File: src/include/fault_mon_regs.vh
// register map, reset values and timing constants for the fault condition monitor
`ifndef FAULT_MON_REGS_VH
`define FAULT_MON_REGS_VH

// ----------------------------------------------------------------------------
// clock and time base
// ----------------------------------------------------------------------------
`define CLK_PERIOD_NS      32'h00000008
`define HALF_SEC_NS        32'h1DCD6500
`define HALF_SEC_CYCLES    (`HALF_SEC_NS / `CLK_PERIOD_NS)

// ----------------------------------------------------------------------------
// address map: bit 6 picks the input, bits 5:0 the register, bit 7 unmapped
// ----------------------------------------------------------------------------
`define ADDR_INPUT_BIT     6
`define ADDR_UNMAPPED_BIT  7
`define OFF_CTRL           6'h00
`define OFF_ENABLE         6'h04
`define OFF_NOISE          6'h08
`define OFF_FREEZE_DUR     6'h0C
`define OFF_BLACK_DUR      6'h10
`define OFF_OVER_THR       6'h14
`define OFF_OVER_CNT       6'h18
`define OFF_SIL_THR        6'h1C
`define OFF_SIL_DUR        6'h20
`define OFF_INV_DUR        6'h24
`define OFF_HOLD           6'h28
`define OFF_RELEASE        6'h2C
`define OFF_STATUS         6'h30

// ----------------------------------------------------------------------------
// field positions
// ----------------------------------------------------------------------------
`define CTRL_AND_BIT       0
`define STATUS_FAULT_BIT   24
`define COND_VLOSS         0
`define COND_FREEZE        1
`define COND_BLACK         2
`define COND_GLOSS         3
`define COND_OVER          7
`define COND_SILENCE       11
`define COND_PHASE         15
`define COND_MONO          19
`define COND_INVALID       23

// ----------------------------------------------------------------------------
// reset values and legal ranges (levels in quarter-dB below full scale)
// ----------------------------------------------------------------------------
`define RST_ENABLE         24'h000001
`define RST_NOISE          10'h009
`define NOISE_MIN          10'h001
`define NOISE_MAX          10'h00A
`define RST_FREEZE_DUR     10'h12E
`define FREEZE_MIN         10'h006
`define FREEZE_MAX         10'h386
`define FREEZE_STEP_MASK   10'h003
`define RST_BLACK_DUR      10'h058
`define BLACK_MIN          10'h004
`define BLACK_MAX          10'h384
`define RST_OVER_THR       10'h018
`define OVER_THR_MAX       10'h078
`define RST_OVER_CNT       10'h003
`define OVER_CNT_MIN       10'h003
`define OVER_CNT_MAX       10'h0FF
`define RST_SIL_THR        10'h0F0
`define SIL_THR_MIN        10'h050
`define SIL_THR_MAX        10'h180
`define RST_SIL_DUR        10'h014
`define HALFSEC_MIN        10'h001
`define HALFSEC_MAX        10'h0FE
`define RST_INV_DUR        10'h000
`define INV_MAX            10'h384
`define RST_HOLD           10'h01E
`define HOLD_MAX           10'h0FE
`define RST_RELEASE        10'h002
`define SIL_REMOVE_HALFSEC 10'h002
`define BLACK_LEVEL        10'h07D

`endif

File: src/design/dur_qual.v
// duration qualifier: flags a condition that has held for a number of ticks
`timescale 1ns/1ps
`default_nettype none

module dur_qual #(
  parameter W = 10
) (
  // clock and reset
  input  wire         sys_clk_i,
  input  wire         srst_i,
  // condition, time base and limit
  input  wire         cond_i,
  input  wire         tick_i,
  input  wire [W-1:0] limit_i,
  // qualified condition
  output wire         met_o
);

  reg [W-1:0] cnt_r;  // ticks seen while the condition held

  // ----------------------------------------------------------------------------
  // counter: any break in the condition restarts the count
  // ----------------------------------------------------------------------------
  always @(posedge sys_clk_i) begin
    if (srst_i || !cond_i) begin
      cnt_r <= {W{1'b0}};
    end else if (tick_i && (cnt_r != {W{1'b1}})) begin
      // saturate so a long condition never wraps back to zero
      cnt_r <= cnt_r + {{(W-1){1'b0}}, 1'b1};
    end
  end

  // a zero limit qualifies at once
  assign met_o = cond_i && (cnt_r >= limit_i);

endmodule // dur_qual

`default_nettype wire

File: src/design/av_fault_condition_monitor.v
// per-input video and embedded audio fault monitor with its register file
//
// Functional notes
// - enabled conditions combine by OR or AND
// - per-condition enables; default only video loss
// - video loss instant; invalid needs duration
// - video, group loss, per-pair audio conditions
// - freeze noise threshold 1..10, default 9
// - freeze duration 6..902 frames, steps four
// - freeze when activity stays under threshold
// - black when active picture below 7 IRE
// - black duration 4..900 frames, default 88
// - over threshold 0..-30 dBFS, quarter dB
// - over count 3..255 consecutive samples
// - any single channel raises pair over
// - zero dBFS threshold catches clipping
// - silence needs both pair channels quiet
// - silence removed after one loud second
// - silence threshold -96..-20 dBFS, default -60
// - silence duration 0.5..127 s, half steps
// - fault held until clear or 1..254 frames
// - fault released after configurable time, default 1 s
`include "fault_mon_regs.vh"
`timescale 1ns/1ps
`default_nettype none

module av_fault_condition_monitor #(
  parameter [31:0] HALF_SEC_CYCLES = `HALF_SEC_CYCLES
) (
  // clock and reset
  input  wire         sys_clk_i,
  input  wire         srst_i,
  // register port
  input  wire [7:0]   addr_i,
  input  wire [31:0]  wdata_i,
  input  wire         wr_i,
  input  wire         rd_i,
  output reg  [31:0]  rdata_o,
  // video measurements, input 0 in the low slice
  input  wire [1:0]   frame_tick_i,
  input  wire [1:0]   video_loss_i,
  input  wire [1:0]   video_invalid_i,
  input  wire [15:0]  picture_activity_i,
  input  wire [19:0]  active_luma_max_i,
  // embedded audio measurements
  input  wire [1:0]   audio_sample_stb_i,
  input  wire [7:0]   group_present_i,
  input  wire [143:0] channel_atten_i,
  input  wire [7:0]   pair_phase_i,
  input  wire [7:0]   pair_mono_i,
  // fault outputs
  output reg  [1:0]   fault_o
);

  // ----------------------------------------------------------------------------
  // clamp helper for written settings
  // ----------------------------------------------------------------------------
  function [9:0] clamp10;
    input [9:0] v;
    input [9:0] lo;
    input [9:0] hi;
    begin
      clamp10 = (v < lo) ? lo : ((v > hi) ? hi : v);
    end
  endfunction

  // ----------------------------------------------------------------------------
  // half-second time base, shared by both inputs
  // ----------------------------------------------------------------------------
  reg  [31:0] half_cnt_r;  // cycles into the current half second
  reg         half_tick_r; // one-cycle pulse each half second

  always @(posedge sys_clk_i) begin
    if (srst_i) begin
      half_cnt_r  <= 32'h00000000;
      half_tick_r <= 1'b0;
    end else if (half_cnt_r >= HALF_SEC_CYCLES - 32'h00000001) begin
      half_cnt_r  <= 32'h00000000;
      half_tick_r <= 1'b1;
    end else begin
      half_cnt_r  <= half_cnt_r + 32'h00000001;
      half_tick_r <= 1'b0;
    end
  end

  wire [5:0]  off     = addr_i[5:0];
  wire [9:0]  wv      = wdata_i[9:0];
  wire [63:0] rd_word;          // read word offered by each input
  wire [1:0]  fault_w;          // fault state of each input

  // ----------------------------------------------------------------------------
  // one full monitor per video input
  // ----------------------------------------------------------------------------
  genvar g, c, p;
  generate
    for (g = 0; g < 2; g = g + 1) begin : inp
      // selected for a write
      wire we = wr_i && !addr_i[`ADDR_UNMAPPED_BIT] && (addr_i[`ADDR_INPUT_BIT] == g);

      // settings
      reg        and_r;         // combine by AND when set
      reg [23:0] en_r;          // per-condition enables
      reg [9:0]  noise_r;       // freeze noise threshold
      reg [9:0]  frz_dur_r;     // freeze duration, frames
      reg [9:0]  blk_dur_r;     // black duration, frames
      reg [9:0]  ovr_thr_r;     // over level, quarter dB below full scale
      reg [9:0]  ovr_cnt_r;     // over run length, samples
      reg [9:0]  sil_thr_r;     // silence level, quarter dB below full scale
      reg [9:0]  sil_dur_r;     // silence duration, half seconds
      reg [9:0]  inv_dur_r;     // invalid duration, frames
      reg [9:0]  hold_r;        // hold time in frames, zero holds until clear
      reg [9:0]  rel_r;         // release time, half seconds
      reg [9:0]  frz_c;         // clamped freeze write before stepping

      // ----------------------------------------------------------------------------
      // setting writes, clamped so the logic never sees an illegal value
      // ----------------------------------------------------------------------------
      always @* begin
        frz_c = clamp10(wv, `FREEZE_MIN, `FREEZE_MAX);
      end

      always @(posedge sys_clk_i) begin
        if (srst_i) begin
          and_r     <= 1'b0;
          en_r      <= `RST_ENABLE;
          noise_r   <= `RST_NOISE;
          frz_dur_r <= `RST_FREEZE_DUR;
          blk_dur_r <= `RST_BLACK_DUR;
          ovr_thr_r <= `RST_OVER_THR;
          ovr_cnt_r <= `RST_OVER_CNT;
          sil_thr_r <= `RST_SIL_THR;
          sil_dur_r <= `RST_SIL_DUR;
          inv_dur_r <= `RST_INV_DUR;
          hold_r    <= `RST_HOLD;
          rel_r     <= `RST_RELEASE;
        end else if (we) begin
          case (off)
            `OFF_CTRL:       and_r     <= wdata_i[`CTRL_AND_BIT];
            `OFF_ENABLE:     en_r      <= wdata_i[23:0];
            `OFF_NOISE:      noise_r   <= clamp10(wv, `NOISE_MIN, `NOISE_MAX);
            // the step of four is kept by dropping the remainder above the floor
            `OFF_FREEZE_DUR: frz_dur_r <= frz_c - ((frz_c - `FREEZE_MIN) & `FREEZE_STEP_MASK);
            `OFF_BLACK_DUR:  blk_dur_r <= clamp10(wv, `BLACK_MIN, `BLACK_MAX);
            `OFF_OVER_THR:   ovr_thr_r <= clamp10(wv, 10'h000, `OVER_THR_MAX);
            `OFF_OVER_CNT:   ovr_cnt_r <= clamp10(wv, `OVER_CNT_MIN, `OVER_CNT_MAX);
            `OFF_SIL_THR:    sil_thr_r <= clamp10(wv, `SIL_THR_MIN, `SIL_THR_MAX);
            `OFF_SIL_DUR:    sil_dur_r <= clamp10(wv, `HALFSEC_MIN, `HALFSEC_MAX);
            `OFF_INV_DUR:    inv_dur_r <= clamp10(wv, 10'h000, `INV_MAX);
            `OFF_HOLD:       hold_r    <= clamp10(wv, 10'h000, `HOLD_MAX);
            `OFF_RELEASE:    rel_r     <= clamp10(wv, 10'h000, `HALFSEC_MAX);
            default:         and_r     <= and_r;
          endcase
        end
      end

      // ----------------------------------------------------------------------------
      // video detectors: measurements latched once per frame
      // ----------------------------------------------------------------------------
      wire       ftick = frame_tick_i[g];
      reg        still_r;                                           // frame under noise level
      reg        dark_r;                                            // frame under black level
      wire       frz_met;
      wire       blk_met;
      wire       inv_met;

      always @(posedge sys_clk_i) begin
        if (srst_i) begin
          still_r <= 1'b0;
          dark_r  <= 1'b0;
        end else if (ftick) begin
          // a setting of 1 lets only a zero difference count as still
          still_r <= ({2'b00, picture_activity_i[8*g +: 8]} < noise_r);
          dark_r  <= (active_luma_max_i[10*g +: 10] < `BLACK_LEVEL);
        end
      end

      dur_qual #(.W(10)) u_frz (
        .sys_clk_i (sys_clk_i),
        .srst_i    (srst_i),
        .cond_i    (still_r),
        .tick_i    (ftick),
        .limit_i   (frz_dur_r),
        .met_o     (frz_met)
      );
      dur_qual #(.W(10)) u_blk (
        .sys_clk_i (sys_clk_i),
        .srst_i    (srst_i),
        .cond_i    (dark_r),
        .tick_i    (ftick),
        .limit_i   (blk_dur_r),
        .met_o     (blk_met)
      );
      dur_qual #(.W(10)) u_inv (
        .sys_clk_i (sys_clk_i),
        .srst_i    (srst_i),
        .cond_i    (video_invalid_i[g]),
        .tick_i    (ftick),
        .limit_i   (inv_dur_r),
        .met_o     (inv_met)
      );

      // ----------------------------------------------------------------------------
      // audio over: each channel counts its own run of loud samples
      // ----------------------------------------------------------------------------
      wire [7:0] ch_over;
      for (c = 0; c < 8; c = c + 1) begin : ch
        // zero attenuation is the max or min code, so a zero threshold is a clip test
        wire loud = ({1'b0, channel_atten_i[72*g + 9*c +: 9]} <= ovr_thr_r);
        wire run;
        dur_qual #(.W(8)) u_ovr (
          .sys_clk_i (sys_clk_i),
          .srst_i    (srst_i),
          .cond_i    (run),
          .tick_i    (audio_sample_stb_i[g]),
          .limit_i   (ovr_cnt_r[7:0]),
          .met_o     (ch_over[c])
        );
        // the run lasts while the latest sample stayed loud
        reg loud_r;
        always @(posedge sys_clk_i) begin
          if (srst_i) begin
            loud_r <= 1'b0;
          end else if (audio_sample_stb_i[g]) begin
            loud_r <= loud;
          end
        end
        // count the strobe that carries the next loud sample as well
        assign run = audio_sample_stb_i[g] ? loud : loud_r;
      end

      // ----------------------------------------------------------------------------
      // audio silence: both channels quiet, removed after one loud second
      // ----------------------------------------------------------------------------
      wire [3:0] pair_sil;
      for (p = 0; p < 4; p = p + 1) begin : pr
        reg  quiet_r;           // both channels under the silence level
        reg  sil_r;             // asserted silence condition
        wire sil_met;
        wire rem_met;
        always @(posedge sys_clk_i) begin
          if (srst_i) begin
            quiet_r <= 1'b0;
          end else if (audio_sample_stb_i[g]) begin
            quiet_r <= ({1'b0, channel_atten_i[72*g + 18*p +: 9]} > sil_thr_r) &&
                       ({1'b0, channel_atten_i[72*g + 18*p + 9 +: 9]} > sil_thr_r);
          end
        end
        dur_qual #(.W(10)) u_sil (
          .sys_clk_i (sys_clk_i),
          .srst_i    (srst_i),
          .cond_i    (quiet_r),
          .tick_i    (half_tick_r),
          .limit_i   (sil_dur_r),
          .met_o     (sil_met)
        );
        dur_qual #(.W(10)) u_rem (
          .sys_clk_i (sys_clk_i),
          .srst_i    (srst_i),
          .cond_i    (sil_r && !quiet_r),
          .tick_i    (half_tick_r),
          .limit_i   (`SIL_REMOVE_HALFSEC),
          .met_o     (rem_met)
        );
        always @(posedge sys_clk_i) begin
          if (srst_i) begin
            sil_r <= 1'b0;
          end else if (sil_met) begin
            sil_r <= 1'b1;
          end else if (rem_met) begin
            sil_r <= 1'b0;
          end
        end
        assign pair_sil[p] = sil_r;
      end

      // ----------------------------------------------------------------------------
      // condition vector, in menu order
      // ----------------------------------------------------------------------------
      wire [23:0] cond;
      assign cond[`COND_VLOSS]           = video_loss_i[g];
      assign cond[`COND_FREEZE]          = frz_met;
      assign cond[`COND_BLACK]           = blk_met;
      assign cond[`COND_GLOSS +: 4]      = ~group_present_i[4*g +: 4];
      assign cond[`COND_OVER +: 4]       = {ch_over[7] | ch_over[6], ch_over[5] | ch_over[4],
                                            ch_over[3] | ch_over[2], ch_over[1] | ch_over[0]};
      assign cond[`COND_SILENCE +: 4]    = pair_sil;
      assign cond[`COND_PHASE +: 4]      = pair_phase_i[4*g +: 4];
      assign cond[`COND_MONO +: 4]       = pair_mono_i[4*g +: 4];
      assign cond[`COND_INVALID]         = inv_met;

      // ----------------------------------------------------------------------------
      // combine, hold and release
      // ----------------------------------------------------------------------------
      // with nothing enabled AND never fires, so an empty set cannot raise a fault
      wire raw = and_r ? ((en_r != 24'h000000) && ((cond & en_r) == en_r))
                       : ((cond & en_r) != 24'h000000);
      reg        fault_r;       // asserted fault
      reg  [9:0] held_r;        // frames since the fault asserted
      wire       rel_met;
      wire       clr = we && (off == `OFF_STATUS);

      dur_qual #(.W(10)) u_rel (
        .sys_clk_i (sys_clk_i),
        .srst_i    (srst_i),
        .cond_i    (fault_r && !raw),
        .tick_i    (half_tick_r),
        .limit_i   (rel_r),
        .met_o     (rel_met)
      );

      always @(posedge sys_clk_i) begin
        if (srst_i) begin
          fault_r <= 1'b0;
          held_r  <= 10'h000;
        end else begin
          // a live condition beats a clear in the same cycle
          if (raw) begin
            fault_r <= 1'b1;
          end else if (hold_r == 10'h000) begin
            if (clr) begin
              fault_r <= 1'b0;
            end
          end else if ((held_r >= hold_r) && rel_met) begin
            fault_r <= 1'b0;
          end
          if (!fault_r) begin
            held_r <= 10'h000;
          end else if (ftick && (held_r != 10'h3FF)) begin
            held_r <= held_r + 10'h001;
          end
        end
      end
      assign fault_w[g] = fault_r;

      // ----------------------------------------------------------------------------
      // read word for this input
      // ----------------------------------------------------------------------------
      reg [31:0] rw;
      always @* begin
        rw = 32'h00000000;
        case (off)
          `OFF_CTRL:       rw[`CTRL_AND_BIT] = and_r;
          `OFF_ENABLE:     rw[23:0] = en_r;
          `OFF_NOISE:      rw[9:0]  = noise_r;
          `OFF_FREEZE_DUR: rw[9:0]  = frz_dur_r;
          `OFF_BLACK_DUR:  rw[9:0]  = blk_dur_r;
          `OFF_OVER_THR:   rw[9:0]  = ovr_thr_r;
          `OFF_OVER_CNT:   rw[9:0]  = ovr_cnt_r;
          `OFF_SIL_THR:    rw[9:0]  = sil_thr_r;
          `OFF_SIL_DUR:    rw[9:0]  = sil_dur_r;
          `OFF_INV_DUR:    rw[9:0]  = inv_dur_r;
          `OFF_HOLD:       rw[9:0]  = hold_r;
          `OFF_RELEASE:    rw[9:0]  = rel_r;
          `OFF_STATUS:     rw       = {7'h00, fault_r, cond};
          default:         rw       = 32'h00000000;
        endcase
      end
      assign rd_word[32*g +: 32] = rw;
    end
  endgenerate

  // ----------------------------------------------------------------------------
  // read data one cycle after the strobe, zero otherwise or when unmapped
  // ----------------------------------------------------------------------------
  always @(posedge sys_clk_i) begin
    if (srst_i || !rd_i || addr_i[`ADDR_UNMAPPED_BIT]) begin
      rdata_o <= 32'h00000000;
    end else begin
      rdata_o <= rd_word[32*addr_i[`ADDR_INPUT_BIT] +: 32];
    end
  end

  // ----------------------------------------------------------------------------
  // fault outputs, registered once more so they come straight from flops
  // ----------------------------------------------------------------------------
  always @(posedge sys_clk_i) begin
    if (srst_i) begin
      fault_o <= 2'b00;
    end else begin
      fault_o <= fault_w;
    end
  end

endmodule // av_fault_condition_monitor

`default_nettype wire

File: config.mk
export PLATFORM = sky130hd
export DESIGN_NAME = av_fault_condition_monitor
export DESIGN_NICKNAME = d
export VERILOG_FILES = /design/src/design/dur_qual.v /design/src/design/av_fault_condition_monitor.v
export VERILOG_INCLUDE_DIRS = /design/src /design/src/include
export SDC_FILE = /design/constraint.sdc
export NUM_CORES = 2
export LEC_CHECK = 0
export BUFFER_PORTS_ARGS = -buffer_cell sky130_fd_sc_hd__buf_2
export CORE_AREA = 2 2 290 292
export CTS_CLUSTER_DIAMETER = 50
export DETAILED_ROUTE_END_ITERATION = 16
export DIE_AREA = 0 0 292 294
export PLACE_DENSITY_LB_ADDON = 0.12
export SLEW_MARGIN = 10
export SYNTH_ARGS = -nofsm -noshare
export SYNTH_HDL_FRONTEND = slang
export SYNTH_SLANG_ARGS = --single-unit
File: constraint.sdc
create_clock -name sys_clk_i -period 2.7 [get_ports sys_clk_i]
set_input_delay 0.27 -clock sys_clk_i [delete_from_list [all_inputs] [get_ports sys_clk_i]]
set_output_delay 0.27 -clock sys_clk_i [all_outputs]
set_load 0.01 [all_outputs]
==> reports/results.ini <==
[synthesis]
syn_inst = 5489
yosys_warnings = 0
yosysMostFrequentCell = dfxtp_1
ys_seq_elements = 732
seq_area_frac_synth_pct = 32.0
yosys-top-cells-count = dfxtp_1, ha_1, nor2_1
synth_cell_types = 90
synth-edff-count = 0
synthesis.area_um2 = 45800
synthFlopType = dfxtp_1
synth_top_area_share_pct = 32.0
async_reset_ff_share_pct = 0
syn_avg_cell_area_um2 = 8.35
synth_top_cell_by_area = dfxtp_1
ys_top_cells_by_area = dfxtp_1, ha_1, nor2_1, a21oi_1, nand2_1

[route]
drt_iter0_markers = 4080
maxUsedRoutingLayer = met5
met3_length_um = 15000
firstDrtPassIters = 6
vias = 45200
antenna_left = 0
routed_wl_um = 167000
wl_per_cell_um = 22.7
drc = 0
vias_per_cell = 6.14
wl_met2_um = 71700
wl_met1_um = 71100

[critical_path]
r2r_slack_ns = -0.18
worst-setup-path-type = reg -> reg
critPathArrivalTime_ns = 3.46
slowest_delay_ns = 0.59
critPathRequiredTime_ns = 3.28
rr_worst_depth = 11
r2r-end = inp[0].fault_r
path_cells = inv_1 -> ha_1 -> a21oi_2 -> o21ai_0 -> nand3_1 -> nand4_1 -> or4_4 -> a211oi_4 -> a31oi_4 -> buf_6 -> o31a_1
critPathSlowestCell = or4_4
crit_fanout = 6
r2r_start = inp[0].inv_dur_r[9]
critPathLaunchType = flip-flop
cp-end-kind = flip-flop

[global_route]
grt_first_pass_wirelength_um = 249000
grt_pass1_vias = 42000
overflow = 0
grt_start_max_net_pins = 92
gr-usage-all-layers_pct = 37.6
antenna_found_initial = 2

[power_and_ir_drop]
ir_worst_vdd_mv = 0.511
powerDensity_nw_per_um2 = 482
power.leakage_uw = 0.0236

[sta]
drv_slew = 0
layout_setup_ws_ns = -0.178
clock-skew-final_ns = 0.0384
fin_crit_sh_pct = 107
setup_viol = 23
hold_viol = 0
worst_pin_slew_ns = 1.29
slew_headroom_pct = 13.1
maxClockFrequency_ghz = 0.347
rsz0062_at_grt = true
min_period_ns = 2.88

[placed_design]
routabilityCongestion = 1.08
dp_hpwl_um = 128000
pre_cts_ws_ns = -0.510
place_inst = 7107
portBuffers = 274

[status]
violations = setup timing
outcome = complete, but fails checks

[flow_run]
cap_violations = 0

[die]
core_um2 = 82900
row_count = 106
initial_core_util_pct = 55.3
die-area_um2 = 85800
io_pins = 290
fp.dieH_um = 294
die_width_um = 292

[clock_tree]
numCtsBuffers = 97
clk-insertion-delay-late_ns = 0.69
htree_levels = 3
cts_root_buf = clkbuf_16
cts.sinks = 732
cts.path.max_buffers = 3
clkTransAtPathRegs_ns = 0.06
cts_tree = built

[cells_and_area]
final_util_pct = 68.4
drive_above_1_share_pct = 18.4
final_cells = 7350
num-nets-final = 7102
area_growth_pct = 23.7

[worst_hold_path]
hold_start = pair_mono_i[0]
whs_path_depth = 4
hold_class = in -> reg
hold_end = rdata_o[19]

==> metal layers <==
metal,global-route usage [%],up-vias
li1,-,21400
met1,50.3,21300
met2,58.6,1979
met3,7.37,468
met4,16.9,2
met5,0,-
==> how the worst max path moves through the flow <==
stage                    startpoint               endpoint  slack [ns]
2_1_floorplan   inp[1].ovr_thr_r[3]  inp[1].u_rel.cnt_r[0]        0.03
3_3_place_gp   channel_atten_i[104]  inp[1].u_rel.cnt_r[7]       -0.42
3_5_place_dp    inp[0].ovr_thr_r[4]         inp[0].fault_r       -0.51
4_1_cts         inp[0].blk_dur_r[7]         inp[0].fault_r        -0.1
5_1_grt         inp[0].ovr_cnt_r[7]  inp[0].u_rel.cnt_r[2]       -0.23
6_report        inp[0].inv_dur_r[9]         inp[0].fault_r       -0.18
==> registers in the layout (all words and copies together), names as in the netlist, 25 cells and up <==
register / count
inp.ch.u_ovr.cnt_r: 128
inp.pr.u_rem.cnt_r: 80
inp.pr.u_sil.cnt_r: 80
inp.en_r: 48
half_cnt_r: 32
rdata_o: 25
==> report_power, final <==
group	internal (µW)	total (µW)	switching (µW)
registers	10900	10900	64.2
clock network	8680	14100	5450
logic	864	2250	1390
total	20400	27300	6910
==> per-stage QoR <==
step | TNS (ns) | hold slack [ns] | total power [µW] | cell area [µm²]
finish | -1.99 | 0.0502 | 27300 | 56700
CTS | -0.591 | 0.0122 | 27300 | 55900
detailed placement | -9.98 | 0.448 | 13200 | 51300
global route | -4.04 | 0.0667 | 28000 | 56700
floorplan | 0 | 0.406 | 12200 | 45900
global placement | -8.40 | 0.443 | 13200 | 51300
==> final cells by class <==
class                   instances  area, µm²
multi-input cells            4250      30300
fillers                      6910      26200
flip-flops and latches        732      14700
repair buffers                778       5510
clock buffers                 123       2720
well taps                    1080       1350
inverters                     327       1240
clock inverters                57        837
diodes                          3       7.51
==> placed cells by master, fill, tap and decap left out, drive strengths merged, types with 15 or more instances in the layout <==
cell type    instances
o21ai              211
inv                339
bufinv              15
a22oi               31
clkinv              20
a21oi              384
o2111ai             18
xor2               169
o22a                15
a31oi               33
o21a                85
o211ai              71
o22ai               40
xnor2               86
a2111oi             19
dfxtp              732
nand3              204
nor4                64
buf                753
nand2b              58
nor2b               39
or3                117
mux2i               78
a21o                87
nand4b              19
a221oi              39
clkbuf             125
nand2              473
and3                60
nand4              175
nor2               575
nor3               131
dlygate4sd3         23
a211oi             108
ha                 660
==> what timing repair did <==
item                       CTS  global route
resized for setup          120           131
setup endpoints to repair   27            35
buffers inserted            21            14
hold buffers                23             0
hold endpoints to repair    35             0
gates cloned                 4             0
pin swaps                   65            67
==> critical path: cells and delay by family, from the launching register on <==
kind,cells,cell delay (ns)
and+or+nand+nor,3,1.00
buffers and inverters,2,0.21
adders and majority gates,1,0.32
DFF,1,0.32
AOI/OAI and AO/OA,5,0.92
==> cell families after synthesis <==
| family | after synthesis | synth area share (%) |
|---|---|---|
| AOI/OAI and AO/OA | 1269 | 18.2 |
| DFF | 732 | 32.0 |
| adders and majority gates | 660 | 18.0 |
| and+or+nand+nor | 1971 | 20.8 |
| xor gates and xnor gates | 255 | 4.87 |
| muxes | 80 | 1.75 |
| other | 1 | 0.00818 |
| buffers and inverters | 521 | 4.41 |
Power figures use the tool's default switching activity.
